<file path="src/rtl/cmr_map.vh">
`ifndef CMR_MAP_VH
`define CMR_MAP_VH
// APB register byte offsets
`define CMR_CFG_OFF      12'h000
`define CMR_OUTCFG_OFF   12'h004
`define CMR_STATUS_OFF   12'h008
`define CMR_VERIFY_OFF   12'h00c
`define CMR_SIG_OFF      12'h010
`define CMR_ID_OFF       12'h014
// Configuration register field positions
`define CMR_DSEL_LSB     0
`define CMR_FTYPE_LSB    2
`define CMR_LATCH_BIT    5
`define CMR_CKSEL_BIT    6
`define CMR_CEEN_BIT     7
`define CMR_CLRSEL_LSB   8
`define CMR_SETEN_BIT    10
`define CMR_PDEN_BIT     11
`define CMR_PD1EN_BIT    12
`define CMR_PD2EN_BIT    13
`define CMR_FUSE_BIT     14
`define CMR_TPDIS_BIT    15
// Data source codes
`define CMR_DSRC_XOR     2'h0
`define CMR_DSRC_PT      2'h1
`define CMR_DSRC_PIN     2'h2
// Flip-flop type codes
`define CMR_FT_D         3'h1
`define CMR_FT_T         3'h2
`define CMR_FT_JK        3'h4
// Clear source codes
`define CMR_CLR_OFF      2'h0
`define CMR_CLR_NET      2'h1
`define CMR_CLR_PT       2'h2
`define CMR_CLR_OR       2'h3
// Reset values
`define CMR_CFG_RST      32'h0000_0004
`define CMR_OUTCFG_RST   32'h0000_0000
`define CMR_PATTERN_RST  32'h0000_0000
// Arbitrary neutral identity values
`define CMR_SIG_VAL      32'h0000_5a5a
`define CMR_ID_VAL       32'h0000_1234
`endif

</file>
<file path="src/rtl/cmr_macrocell.v">
// Local design decisions: the APB slave port and the register addresses.
`timescale 1ns/1ns
`include "cmr_map.vh"
module cmr_macrocell (
  input  wire        CLOCK_I,
  input  wire        RESETN_I,
  input  wire        PSEL_I,
  input  wire        PENABLE_I,
  input  wire        PWRITE_I,
  input  wire [11:0] PADDR_I,
  input  wire [31:0] PWDATA_I,
  output reg  [31:0] PRDATA_O,
  output reg         PREADY_O,
  output reg         PSLVERR_O,
  input  wire        SHARED_CLOCK_NET_I,
  input  wire        SHARED_CLEAR_NET_I,
  input  wire        XOR_OUT_I,
  input  wire        DATA_PT_I,
  input  wire        K_PT_I,
  input  wire        CLOCK_PT_I,
  input  wire        CE_PT_I,
  input  wire        CLEAR_PT_I,
  input  wire        SET_PT_I,
  input  wire        IO_PIN_I,
  input  wire        SLEEP_PIN_ONE_I,
  input  wire        SLEEP_PIN_TWO_I,
  input  wire [3:0]  TP_PIN_I,
  input  wire        PROG_ABORT_I,
  output reg         STATE_O,
  output reg         IO_PIN_O,
  output reg         IO_PIN_OE_O,
  output reg         IO_FAST_O,
  output reg  [3:0]  TP_PIN_O,
  output reg  [3:0]  TP_PIN_OE_O,
  output reg  [3:0]  TP_PIN_IN_O,
  output reg         POWER_DOWN_O
);

////////////////////////////////////////////////////////////////////////////
// Declarations
reg  [31:0] cfg_q;
reg  [31:0] outcfg_q;
reg  [31:0] pattern_q;
reg         locked_q;
reg  [1:0]  clk_s_q;
reg  [1:0]  clr_s_q;
reg  [1:0]  pin_s_q;
reg  [1:0]  dpt_s_q;
reg  [1:0]  xor_s_q;
reg  [1:0]  kpt_s_q;
reg  [1:0]  ckpt_s_q;
reg  [1:0]  ce_s_q;
reg  [1:0]  cpt_s_q;
reg  [1:0]  spt_s_q;
reg  [1:0]  sl1_s_q;
reg  [1:0]  sl2_s_q;
reg  [1:0]  ab_s_q;
reg  [3:0]  tp_s0_q;
reg  [3:0]  tp_s1_q;
reg         clk_prev_q;
reg         state_q;
reg         state_d;
reg         data_in;
reg         clk_sel;
reg         clr_act;
reg         set_act;
reg  [31:0] rdata_d;
wire        power_down;
wire        rise;
wire        ce_ok;
wire        apb_acc;
wire        apb_wr;
wire        setup_cyc;

////////////////////////////////////////////////////////////////////////////
// Register map, byte addresses on the APB side
// 0x000 configuration
//   [1:0]   data source: 0 XOR output, 1 separate term, 2 pin
//   [4:2]   storage style: 1 D, 2 T, 4 JK, anything else SR
//   [5]     latch mode instead of edge flip-flop
//   [6]     clock source: 0 shared clock net, 1 private term
//   [7]     clock enable in use (shared clock net only)
//   [9:8]   clear source: 0 off, 1 net, 2 term, 3 net OR term
//   [10]    set term in use
//   [11]    power-down option
//   [12]    sleep pin one enabled
//   [13]    sleep pin two enabled
//   [14]    security fuse, blanks pattern readback
//   [15]    test port disabled, its pins become logic I/O
// 0x004 output configuration
//   [0]     fast slew when set, slow otherwise
//   [1]     buffer polarity, inverts the pin level
//   [2]     pin output enable
//   [7:4]   freed test-port pin levels
//   [11:8]  freed test-port pin enables
// 0x008 status, read only
//   [0] stored value [1] selected clock [2] power-down [3] locked
// 0x00c configuration pattern, reads zero once the fuse is set
// 0x010 user signature, 0x014 identification, both read only
// Anything above 0x014 answers with an error and reads zero

////////////////////////////////////////////////////////////////////////////
// Functions

// True in the setup cycle of an APB transfer; the slave answers from it
function apb_setup;
  input sel;
  input en;
  begin
    apb_setup = sel & ~en;
  end
endfunction

// Next state for the D, T and JK/SR styles; SR takes the default branch on the same two inputs
function ff_next;
  input [2:0] ftype;
  input       cur;
  input       a;
  input       b;
  begin
    case (ftype)
      `CMR_FT_D:  ff_next = a;
      `CMR_FT_T:  ff_next = cur ^ a;
      `CMR_FT_JK: ff_next = (a & ~cur) | (~b & cur);
      default:    ff_next = a | (~b & cur);
    endcase
  end
endfunction

////////////////////////////////////////////////////////////////////////////
// Input synchronisers, two flops each before any logic
// Every board input is asynchronous to CLOCK_I, so each one costs two
// cycles of latency; the trade is exactness against a metastable read
always @(posedge CLOCK_I or negedge RESETN_I) begin
  if (!RESETN_I) begin
    // Idle levels are low, so no false clock edge follows reset
    clk_s_q <= 2'h0;
    clr_s_q <= 2'h0;
    pin_s_q <= 2'h0;
    dpt_s_q <= 2'h0;
    xor_s_q <= 2'h0;
    kpt_s_q <= 2'h0;
    ckpt_s_q <= 2'h0;
    ce_s_q <= 2'h0;
    cpt_s_q <= 2'h0;
    spt_s_q <= 2'h0;
    sl1_s_q <= 2'h0;
    sl2_s_q <= 2'h0;
    ab_s_q <= 2'h0;
    tp_s0_q <= 4'h0;
    tp_s1_q <= 4'h0;
  end else begin
    // Clock and clear nets
    clk_s_q <= {clk_s_q[0], SHARED_CLOCK_NET_I};
    clr_s_q <= {clr_s_q[0], SHARED_CLEAR_NET_I};
    // Data and control terms
    pin_s_q <= {pin_s_q[0], IO_PIN_I};
    dpt_s_q <= {dpt_s_q[0], DATA_PT_I};
    xor_s_q <= {xor_s_q[0], XOR_OUT_I};
    kpt_s_q <= {kpt_s_q[0], K_PT_I};
    ckpt_s_q <= {ckpt_s_q[0], CLOCK_PT_I};
    ce_s_q <= {ce_s_q[0], CE_PT_I};
    cpt_s_q <= {cpt_s_q[0], CLEAR_PT_I};
    spt_s_q <= {spt_s_q[0], SET_PT_I};
    // Sleep pins, abort and test-port pins
    sl1_s_q <= {sl1_s_q[0], SLEEP_PIN_ONE_I};
    sl2_s_q <= {sl2_s_q[0], SLEEP_PIN_TWO_I};
    ab_s_q <= {ab_s_q[0], PROG_ABORT_I};
    tp_s0_q <= TP_PIN_I;
    tp_s1_q <= tp_s0_q;
  end
end

////////////////////////////////////////////////////////////////////////////
// Power-down: with the option bit [11] set, either enabled sleep pin high freezes the storage element and pin outputs
assign power_down = cfg_q[`CMR_PDEN_BIT] &
                    ((cfg_q[`CMR_PD1EN_BIT] & sl1_s_q[1]) |
                     (cfg_q[`CMR_PD2EN_BIT] & sl2_s_q[1]));

////////////////////////////////////////////////////////////////////////////
// Source selection for data, clock, clear and set
always @* begin
  case (cfg_q[`CMR_DSEL_LSB+1:`CMR_DSEL_LSB])
    `CMR_DSRC_PT:  data_in = dpt_s_q[1];
    `CMR_DSRC_PIN: data_in = pin_s_q[1];
    default:       data_in = xor_s_q[1];
  endcase
  clk_sel = cfg_q[`CMR_CKSEL_BIT] ? ckpt_s_q[1] : clk_s_q[1];
  case (cfg_q[`CMR_CLRSEL_LSB+1:`CMR_CLRSEL_LSB])
    `CMR_CLR_NET: clr_act = clr_s_q[1];
    `CMR_CLR_PT:  clr_act = cpt_s_q[1];
    `CMR_CLR_OR:  clr_act = clr_s_q[1] | cpt_s_q[1];
    default:      clr_act = 1'b0;
  endcase
  set_act = cfg_q[`CMR_SETEN_BIT] & spt_s_q[1];
end

// Clock enable only counts with the shared clock net chosen
assign ce_ok = cfg_q[`CMR_CKSEL_BIT] | ~cfg_q[`CMR_CEEN_BIT] |
               ce_s_q[1];
assign rise  = clk_sel & ~clk_prev_q;

// Next storage value; clear wins over set
always @* begin
  state_d = state_q;
  if (clr_act) begin
    state_d = 1'b0;
  end else if (set_act) begin
    state_d = 1'b1;
  end else if (cfg_q[`CMR_LATCH_BIT]) begin
    if (clk_sel && ce_ok) begin
      state_d = data_in;
    end
  end else if (rise && ce_ok) begin
    state_d = ff_next(cfg_q[`CMR_FTYPE_LSB+2:`CMR_FTYPE_LSB], state_q,
                      data_in, kpt_s_q[1]);
  end
end

////////////////////////////////////////////////////////////////////////////
// Storage element; frozen in power-down since pins are ignored
always @(posedge CLOCK_I or negedge RESETN_I) begin
  if (!RESETN_I) begin
    state_q    <= 1'b0;
    clk_prev_q <= 1'b0;
  end else if (!power_down) begin
    state_q    <= state_d;
    clk_prev_q <= clk_sel;
  end
end

////////////////////////////////////////////////////////////////////////////
// APB slave: zero wait states, addresses above 0x014 read zero with error
// Writes land in the access cycle; a locked device drops them
assign setup_cyc = apb_setup(PSEL_I, PENABLE_I);
assign apb_acc = PSEL_I & PENABLE_I;
assign apb_wr  = apb_acc & PWRITE_I & ~locked_q;

always @(posedge CLOCK_I or negedge RESETN_I) begin
  if (!RESETN_I) begin
    cfg_q     <= `CMR_CFG_RST;
    outcfg_q  <= `CMR_OUTCFG_RST;
    pattern_q <= `CMR_PATTERN_RST;
  end else if (apb_wr) begin
    case (PADDR_I)
      `CMR_CFG_OFF:    cfg_q <= PWDATA_I;
      `CMR_OUTCFG_OFF: outcfg_q <= PWDATA_I;
      `CMR_VERIFY_OFF: pattern_q <= PWDATA_I;
      default:         cfg_q <= cfg_q;
    endcase
  end
end

// Read mux; pattern readback blanked once the fuse is set
always @* begin
  case (PADDR_I)
    `CMR_CFG_OFF:    rdata_d = cfg_q;
    `CMR_OUTCFG_OFF: rdata_d = outcfg_q;
    `CMR_STATUS_OFF: rdata_d = {28'h0, locked_q, power_down,
                                clk_sel, state_q};
    `CMR_VERIFY_OFF: rdata_d = cfg_q[`CMR_FUSE_BIT] ? 32'h0 :
                               pattern_q;
    `CMR_SIG_OFF:    rdata_d = `CMR_SIG_VAL;
    `CMR_ID_OFF:     rdata_d = `CMR_ID_VAL;
    default:         rdata_d = 32'h0;
  endcase
end

// Answer registered from the setup cycle, so ready stands in the access
// cycle; zero wait states, and read data is zero outside that cycle
always @(posedge CLOCK_I or negedge RESETN_I) begin
  if (!RESETN_I) begin
    PRDATA_O  <= 32'h0;
    PREADY_O  <= 1'b0;
    PSLVERR_O <= 1'b0;
  end else begin
    PREADY_O  <= setup_cyc;
    PRDATA_O  <= (setup_cyc & ~PWRITE_I) ? rdata_d : 32'h0;
    PSLVERR_O <= setup_cyc & (PADDR_I > `CMR_ID_OFF);
  end
end

////////////////////////////////////////////////////////////////////////////
// Programming lock, sticky until reset
// Only reset clears it: a half-written pattern must never drive pins
always @(posedge CLOCK_I or negedge RESETN_I) begin
  if (!RESETN_I) begin
    locked_q <= 1'b0;
  end else if (ab_s_q[1]) begin
    locked_q <= 1'b1;
  end
end

////////////////////////////////////////////////////////////////////////////
// Registered pin outputs; held during power-down
// Lock is checked first so an abort floats pins even while asleep
always @(posedge CLOCK_I or negedge RESETN_I) begin
  if (!RESETN_I) begin
    STATE_O      <= 1'b0;
    IO_PIN_O     <= 1'b0;
    IO_PIN_OE_O  <= 1'b0;
    IO_FAST_O    <= 1'b0;
    TP_PIN_O     <= 4'h0;
    TP_PIN_OE_O  <= 4'h0;
    TP_PIN_IN_O  <= 4'h0;
    POWER_DOWN_O <= 1'b0;
  end else begin
    POWER_DOWN_O <= power_down;
    if (locked_q) begin
      IO_PIN_OE_O <= 1'b0;
      TP_PIN_OE_O <= 4'h0;
    end else if (!power_down) begin
      STATE_O     <= state_q;
      // Polarity bit 1 inverts the buffer, so reset level follows it
      IO_PIN_O    <= state_q ^ outcfg_q[1];
      IO_FAST_O   <= outcfg_q[0];
      // With sleep pin one enabled for power-down, the I/O pin is never driven as logic
      IO_PIN_OE_O <= outcfg_q[2] & ~(cfg_q[`CMR_PDEN_BIT] &
                     cfg_q[`CMR_PD1EN_BIT]);
      if (cfg_q[`CMR_TPDIS_BIT]) begin
        TP_PIN_O    <= outcfg_q[7:4];
        TP_PIN_OE_O <= outcfg_q[11:8];
        TP_PIN_IN_O <= tp_s1_q;
      end else begin
        TP_PIN_OE_O <= 4'h0;
        TP_PIN_IN_O <= 4'h0;
      end
    end
  end
end

endmodule

</file>
<file path="config.mk">
export PLATFORM = sky130hd
export DESIGN_NAME = cmr_macrocell
export DESIGN_NICKNAME = d
export VERILOG_FILES = /design/src/rtl/cmr_macrocell.v
export VERILOG_INCLUDE_DIRS = /design/src /design/src/rtl
export SDC_FILE = /design/constraint.sdc
export NUM_CORES = 1
export LEC_CHECK = 0
export ABC_AREA = 1
export BUFFER_PORTS_ARGS = -buffer_cell sky130_fd_sc_hd__buf_2
export CELL_PAD_IN_SITES_DETAIL_PLACEMENT = 0
export CELL_PAD_IN_SITES_GLOBAL_PLACEMENT = 1
export CORE_ASPECT_RATIO = 0.8
export CORE_UTILIZATION = 46
export DETAILED_ROUTE_END_ITERATION = 10
export PLACE_DENSITY_LB_ADDON = 0.1
export SLEW_MARGIN = 0
export SYNTH_ARGS = -nofsm -noshare
export SYNTH_HDL_FRONTEND = slang
export SYNTH_SLANG_ARGS = --single-unit
export TNS_END_PERCENT = 1
</file>
<file path="constraint.sdc">
create_clock -name CLOCK_I -period 4.9 [get_ports CLOCK_I]
set_input_delay 0.49 -clock CLOCK_I [delete_from_list [all_inputs] [get_ports CLOCK_I]]
set_output_delay 0.49 -clock CLOCK_I [all_outputs]
set_load 0.02 [all_outputs]
</file>
Word-level counts from Yosys, hierarchy flattened
Index checks and enable logic that the tools add are counted.
{"block": "word_totals", "word_cells": 108, "regBits": 184}
{"block": "op_classes", "n_bitwise": 32, "eq_ne": 15, "muxes": 18, "reduce_logical": 10, "magnitude_cmp": 1}
{"op": "case mux 32 bit (6 select lines)", "count": 1}
{"op": "2-to-1 mux 32 bit", "count": 2}
{"op": "== test 12 x 4 -> 1 bit, second input constant", "count": 2}
{"op": "== test 12 x 5 -> 1 bit, second input constant", "count": 2}
{"op": "2-to-1 mux 4 bit", "count": 4}
{"op": "AND 1 bit", "count": 15}
{"op": "== test 12 x 3 -> 1 bit, second input constant", "count": 1}
{"op": "> comparator 12 x 5 -> 1 bit, second input constant", "count": 1}
{"op": "zero test 12 bit", "count": 1}
{"op": "NOT 1 bit", "count": 9}
{"op": "2-to-1 mux 1 bit", "count": 8}
{"op": "AND reduction 2 bit", "count": 4}
{"op": "== test 2 bit, second input constant", "count": 3}
{"op": "bitwise OR 1 bit", "count": 6}
{"op": "case mux 1 bit (3 select lines)", "count": 2}
{"op": "AND reduction 3 bit", "count": 2}
{"op": "== test 2 x 1 -> 1 bit, second input constant", "count": 2}
{"op": "inequality test 4 x 1 -> 1 bit, second input constant", "count": 1}
{"op": "nonzero test 4 bit", "count": 1}
{"op": "== test 3 x 1 -> 1 bit, second input constant", "count": 1}
{"op": "== test 3 x 2 -> 1 bit, second input constant", "count": 1}
{"op": "== test 3 bit, second input constant", "count": 1}
{"op": "logical AND 1 bit", "count": 2}
{"op": "inequality test 2 bit, second input constant", "count": 1}
{"op": "other kinds (2)", "count": 3}

Logic depth before layout (Yosys ltp)
{"block": "logic_depth", "word_depth": 9, "depth_mapped": 13, "depth_no_buf": 13}

Worst setup path before layout
OpenSTA, ideal clock, no wires.
{"block": "synth_path", "path_type": "register -> register", "from": "register cfg_q[0]", "to": "register state_q", "setup_time_ns": 0.065, "period_less_slack_ns": 1.628, "n_path_buf": 0, "setup_slack_ns": 3.272, "t_arrival_ns": 1.564, "stages_incl_launch_ff": 10, "path_cell_list": "dfrtp_1 > inv_1 > ha_1 > a22oi_1 > ha_1 > a41oi_1 > nand2_1 > nand2_1 > nand2_1 > nand2_1"}
{"block": "synth_via", "elab_chain_cells": 9}
{"item": "from (decl)", "line_no": "cmr_macrocell.v:41", "source": "reg [31:0] cfg_q;"}
{"item": "from (signal assigned)", "line_no": "cmr_macrocell.v:241", "source": "cfg_q <= `CMR_CFG_RST;"}
{"item": "from (signal assigned)", "line_no": "cmr_macrocell.v:249", "source": "default: cfg_q <= cfg_q;"}
{"item": "== test 2 bit or == test 2 x 1 -> 1 bit (tied branches)", "line_no": "cmr_macrocell.v:183", "source": "case (cfg_q[`CMR_DSEL_LSB+1:`CMR_DSEL_LSB])"}
{"item": "case mux 1 bit (2 select lines) *", "line_no": "cmr_macrocell.v:183"}
{"item": "AND 1 bit", "line_no": "cmr_macrocell.v:124", "source": "`CMR_FT_JK: ff_next = (a & ~cur) | (~b & cur);"}
{"item": "bitwise OR 1 bit", "line_no": "cmr_macrocell.v:124"}
{"item": "case mux 1 bit (3 select lines)", "line_no": "cmr_macrocell.v:121", "source": "case (ftype)"}
{"item": "2-to-1 mux 1 bit", "line_no": "cmr_macrocell.v:214", "source": "end else if (rise && ce_ok) begin"}
{"item": "2-to-1 mux 1 bit *", "line_no": "cmr_macrocell.v:210", "source": "end else if (cfg_q[`CMR_LATCH_BIT]) begin"}
{"item": "2-to-1 mux 1 bit *", "line_no": "cmr_macrocell.v:208", "source": "end else if (set_act) begin"}
{"item": "2-to-1 mux 1 bit *", "line_no": "cmr_macrocell.v:206", "source": "if (clr_act) begin"}
{"item": "to (signal assigned)", "line_no": "cmr_macrocell.v:227", "source": "state_q <= state_d;"}
{"item": "to (decl)", "line_no": "cmr_macrocell.v:61", "source": "reg state_q;"}
Every way passes the cells marked *; elsewhere a longest branch is shown, timed or not. The select of a mux whose other input is x is not followed.
A chain may end at the register's enable or synchronous reset.

Final worst setup path
{"block": "layout_path", "from": "input PADDR_I[6]", "to": "register PRDATA_O[6]"}
{"block": "layout_via", "elab_chain_cells": 3}
{"item": "from (decl)", "line_no": "cmr_macrocell.v:10", "source": "input wire [11:0] PADDR_I,"}
{"item": "== test 12 x 5 -> 1 bit, or another cell as far along", "line_no": "cmr_macrocell.v:256", "source": "case (PADDR_I)"}
{"item": "case mux 32 bit (6 select lines) *", "line_no": "cmr_macrocell.v:256"}
{"item": "2-to-1 mux 32 bit *", "line_no": "cmr_macrocell.v:278", "source": "PRDATA_O <= (setup_cyc & ~PWRITE_I) ? rdata_d : 32'h0;"}
{"item": "to (signal assigned)", "line_no": "cmr_macrocell.v:278"}
{"item": "to (decl)", "line_no": "cmr_macrocell.v:12", "source": "output reg [31:0] PRDATA_O,"}
Every way passes the cells marked *; elsewhere a longest branch is shown, timed or not.

==> summary.txt <==
Yosys
  • Post-synthesis average cell area: 9.153 µm²
  • Yosys warns: 0
  • Post-synth EDFFs: 0
  • Syn Nets: 887
  • Gate Count Post-Synth: 818
  • Post-Syn Area: 7487 µm²
  • Synth Flop Type: dfrtp_1
  • #FFs+latches synth: 184
  • Count of cell types in the netlist: 36
  • FFs w/ async S/R, synth: 100.0%
  • Post-synthesis sequential area ratio: 61.51%

Setup path
  • Worst setup SP type: input pin
  • Worst setup path class: in2reg
  • Crit-path max FO: 25
  • Worst Reg-to-Reg Cells: 5
  • CP Data Required Time: 5230 ps
  • Worst r2r src: cfg_q[14]$_DFFE_PN0P_
  • Crit path largest cell delay: 780 ps
  • RR Endpoint: PRDATA_O[6]$_DFF_PN0_
  • CP arrival: 2650 ps
  • Cell Chain, Critical Path: buf_2, nor2_2, nand2_1, nor2_2, nand4_2, inv_1, nand2_1, a21oi_1
  • WP buf/inv: 2
  • Slowest cell on crit path: nand4_2
  • Critical path capture point type: register
  • Setup slack, reg-to-reg: 2890 ps
  • Worst path top cell family by delay: simple AND/OR/NAND/NOR gates

Cells and area
  • Antenna cells: 0
  • Area Growth Syn to Fin: 17.86%
  • Most common cell after layout, fill and taps aside: dfrtp_1
  • Most frequent cells in the layout: dfrtp_1, nand2_1, buf_2
  • Layout cells sized above 1: 18.85%
  • Post-layout nets: 996

Routing
  • 1st-iter DRT viols: 402
  • First-pass DRT Iterations: 5
  • DR vias/cell: 4.873
  • Average wire per standard cell: 15.51 µm
  • ANT nets after route: 0
  • Drt drc: 0
  • Via Count: 5,623
  • Final WL: 17,900 µm

Global route
  • Gr ovfl total: 0
  • Pin count of the biggest net entering global routing: 111
  • GRT Util Overall: 23.21%
  • Vias in the first global route: 5,517
  • First-pass GRT wire length: 28,690 µm
  • Initial antenna violation count: 0

Floorplan
  • Die width: 144.6 µm
  • Core ar.: 15,850 µm²
  • Vert. Die Dim: 116.1 µm
  • # IOs: 117
  • Site row count: 41
  • Die area: 16,790 µm²
  • Initial core utilization: 47.23%

Pwr
  • Total chip power: 0.003129 W
  • Maximum VDD drop: 0.0002101 V
  • Pwr Density: 354.5 nW/µm²
  • P_leak: 4.249 nW

STA
  • Final Hold Viols: 0
  • Slew Limit Fails: 0
  • Max Fclk: 430.7 MHz
  • Slew HR: 43.00%
  • Setup_tns: 0 ps
  • Clk_skew: 8.513 ps
  • Worst slew pin tran: 855.0 ps
  • Setup Viol. Count Final: 0
  • RSZ-0062 raised after global routing: no
  • Fin crit period: 2322 ps
  • Fin crit share: 47.38%

Status
  • Status: completed

Clock tree
  • Worst-skew pair later-pin latency: 430 ps
  • Post-cts hold buffer count: 0
  • Clock buffer depth: 2
  • Clk root buf: clkbuf_16
  • Setup Fix Bufs, Post-CTS: 0
  • H-tree levels: 4
  • Clk sinks: 184
  • CTS tree: yes
  • CTS Buf Count: 17
  • Post-cts gate resize count: 0
  • Worst-path clk slew: 70 ps

Placed design
  • PortBufs: 116
  • Final Wtd Congestion: 0.8606
  • DPL Wire Length: 11,550 µm

Job
  • Maxcap violations: 0

Min path
  • Worst hold path class: in2async
-- per-layer routing --
| layer | track usage [%] | wire, µm | part of all wire (%) | vias to the layer above |
|---|---|---|---|---|
| met1 | 32.13 | 8601 | 48 | 2674 |
| met5 | 0 | 0 | 0 | - |
| met4 | 6.737 | 221 | 1.2 | 0 |
| met2 | 36.83 | 8140 | 45 | 149 |
| li1 | - | - | - | 2783 |
| met3 | 5.289 | 932 | 5.2 | 17 |
-- layout make-up --
type	instances	area, µm²
fill	1418	7027
timing repair buffer	121	626.9
sequential	184	4606
tap	215	269.0
clock buffer	19	452.9
inverter	107	401.6
multi-input combinational	496	2281
clock inverter	12	187.7
-- Yosys cell counts (2+ instances only) --
cell type | count | area (µm²)
inv_1 | 104 | 390.4
nand3_2 | 2 | 20.02
nor2_1 | 97 | 364.1
nand3_1 | 29 | 145.1
clkbuf_1 | 8 | 30.03
a21oi_1 | 5 | 25.02
o21ai_1 | 59 | 295.3
nand4_1 | 6 | 37.54
ha_1 | 3 | 37.54
buf_4 | 4 | 30.03
dfrtp_1 | 183 | 4579
buf_2 | 9 | 45.04
clkbuf_2 | 3 | 15.01
nor2_2 | 4 | 25.02
nand2_1 | 182 | 683.2
o211ai_1 | 3 | 22.52
o21a_1 | 2 | 15.01
buf_6 | 7 | 78.83
nor2_4 | 4 | 45.04
o21ai_0 | 82 | 410.4
inv_2 | 2 | 7.510
nand2_2 | 6 | 37.54
-- how the worst max path moves through the flow --
stage | startpoint | endpoint | depth (start not counted) | slack, ps
3_5_place_dp | PADDR_I[6] | PRDATA_O[6]$_DFF_PN0_ | 8 | 2120
3_3_place_gp | PADDR_I[6] | PRDATA_O[3]$_DFF_PN0_ | 8 | 2200
5_1_grt | PADDR_I[11] | PRDATA_O[6]$_DFF_PN0_ | 8 | 2340
6_report | PADDR_I[6] | PRDATA_O[6]$_DFF_PN0_ | 8 | 2580
2_1_floorplan | cfg_q[0]$_DFFE_PN0P_ | state_q$_DFFE_PN0P_ | 9 | 3270
4_1_cts | PADDR_I[6] | PRDATA_O[6]$_DFF_PN0_ | 8 | 2570
-- stage by stage --
step	instance area (µm²)	cells	setup WS [ps]	util [%]	hold WS, ps
finish	8825	1154	2578	55.67	149.9
global route	8825	1154	2340	55.67	139.6
CTS	8825	1154	2573	55.67	147.2
detailed placement	8184	1123	2117	51.63	334.7
global placement	8184	1123	2201	51.63	332.3
floorplan	7487	818	3272	-	194.4
-- kinds of logic after synthesis --
family | Yosys count | share of synthesized area (%)
XOR/XNOR | 1 | 0.1170
flip-flops | 184 | 61.51
AO/OA/AOI/OAI | 154 | 10.59
buffers and inverters | 138 | 8.021
AND/OR/NAND/NOR | 338 | 19.25
adder cells (fa/ha/maj) | 3 | 0.5014
-- where the power goes --
| part | internal (W) | switching [W] | total [W] |
|---|---|---|---|
| clock | 0.000889 | 0.000590 | 0.00148 |
| combinational | 0.0000319 | 0.0000731 | 0.000105 |
| sequential | 0.00154 | 0.00000770 | 0.00154 |
-- registers in the layout, summed over array words and instances, names as in the netlist, 4 cells and up --
| name | cells |
|---|---|
| tp_s0_q | 4 |
| TP_PIN_OE_O | 4 |
| TP_PIN_O | 4 |
| pattern_q | 32 |
| TP_PIN_IN_O | 4 |
| cfg_q | 32 |
| PRDATA_O | 32 |
| tp_s1_q | 4 |
| outcfg_q | 32 |
Power figures use the tool's default switching activity.
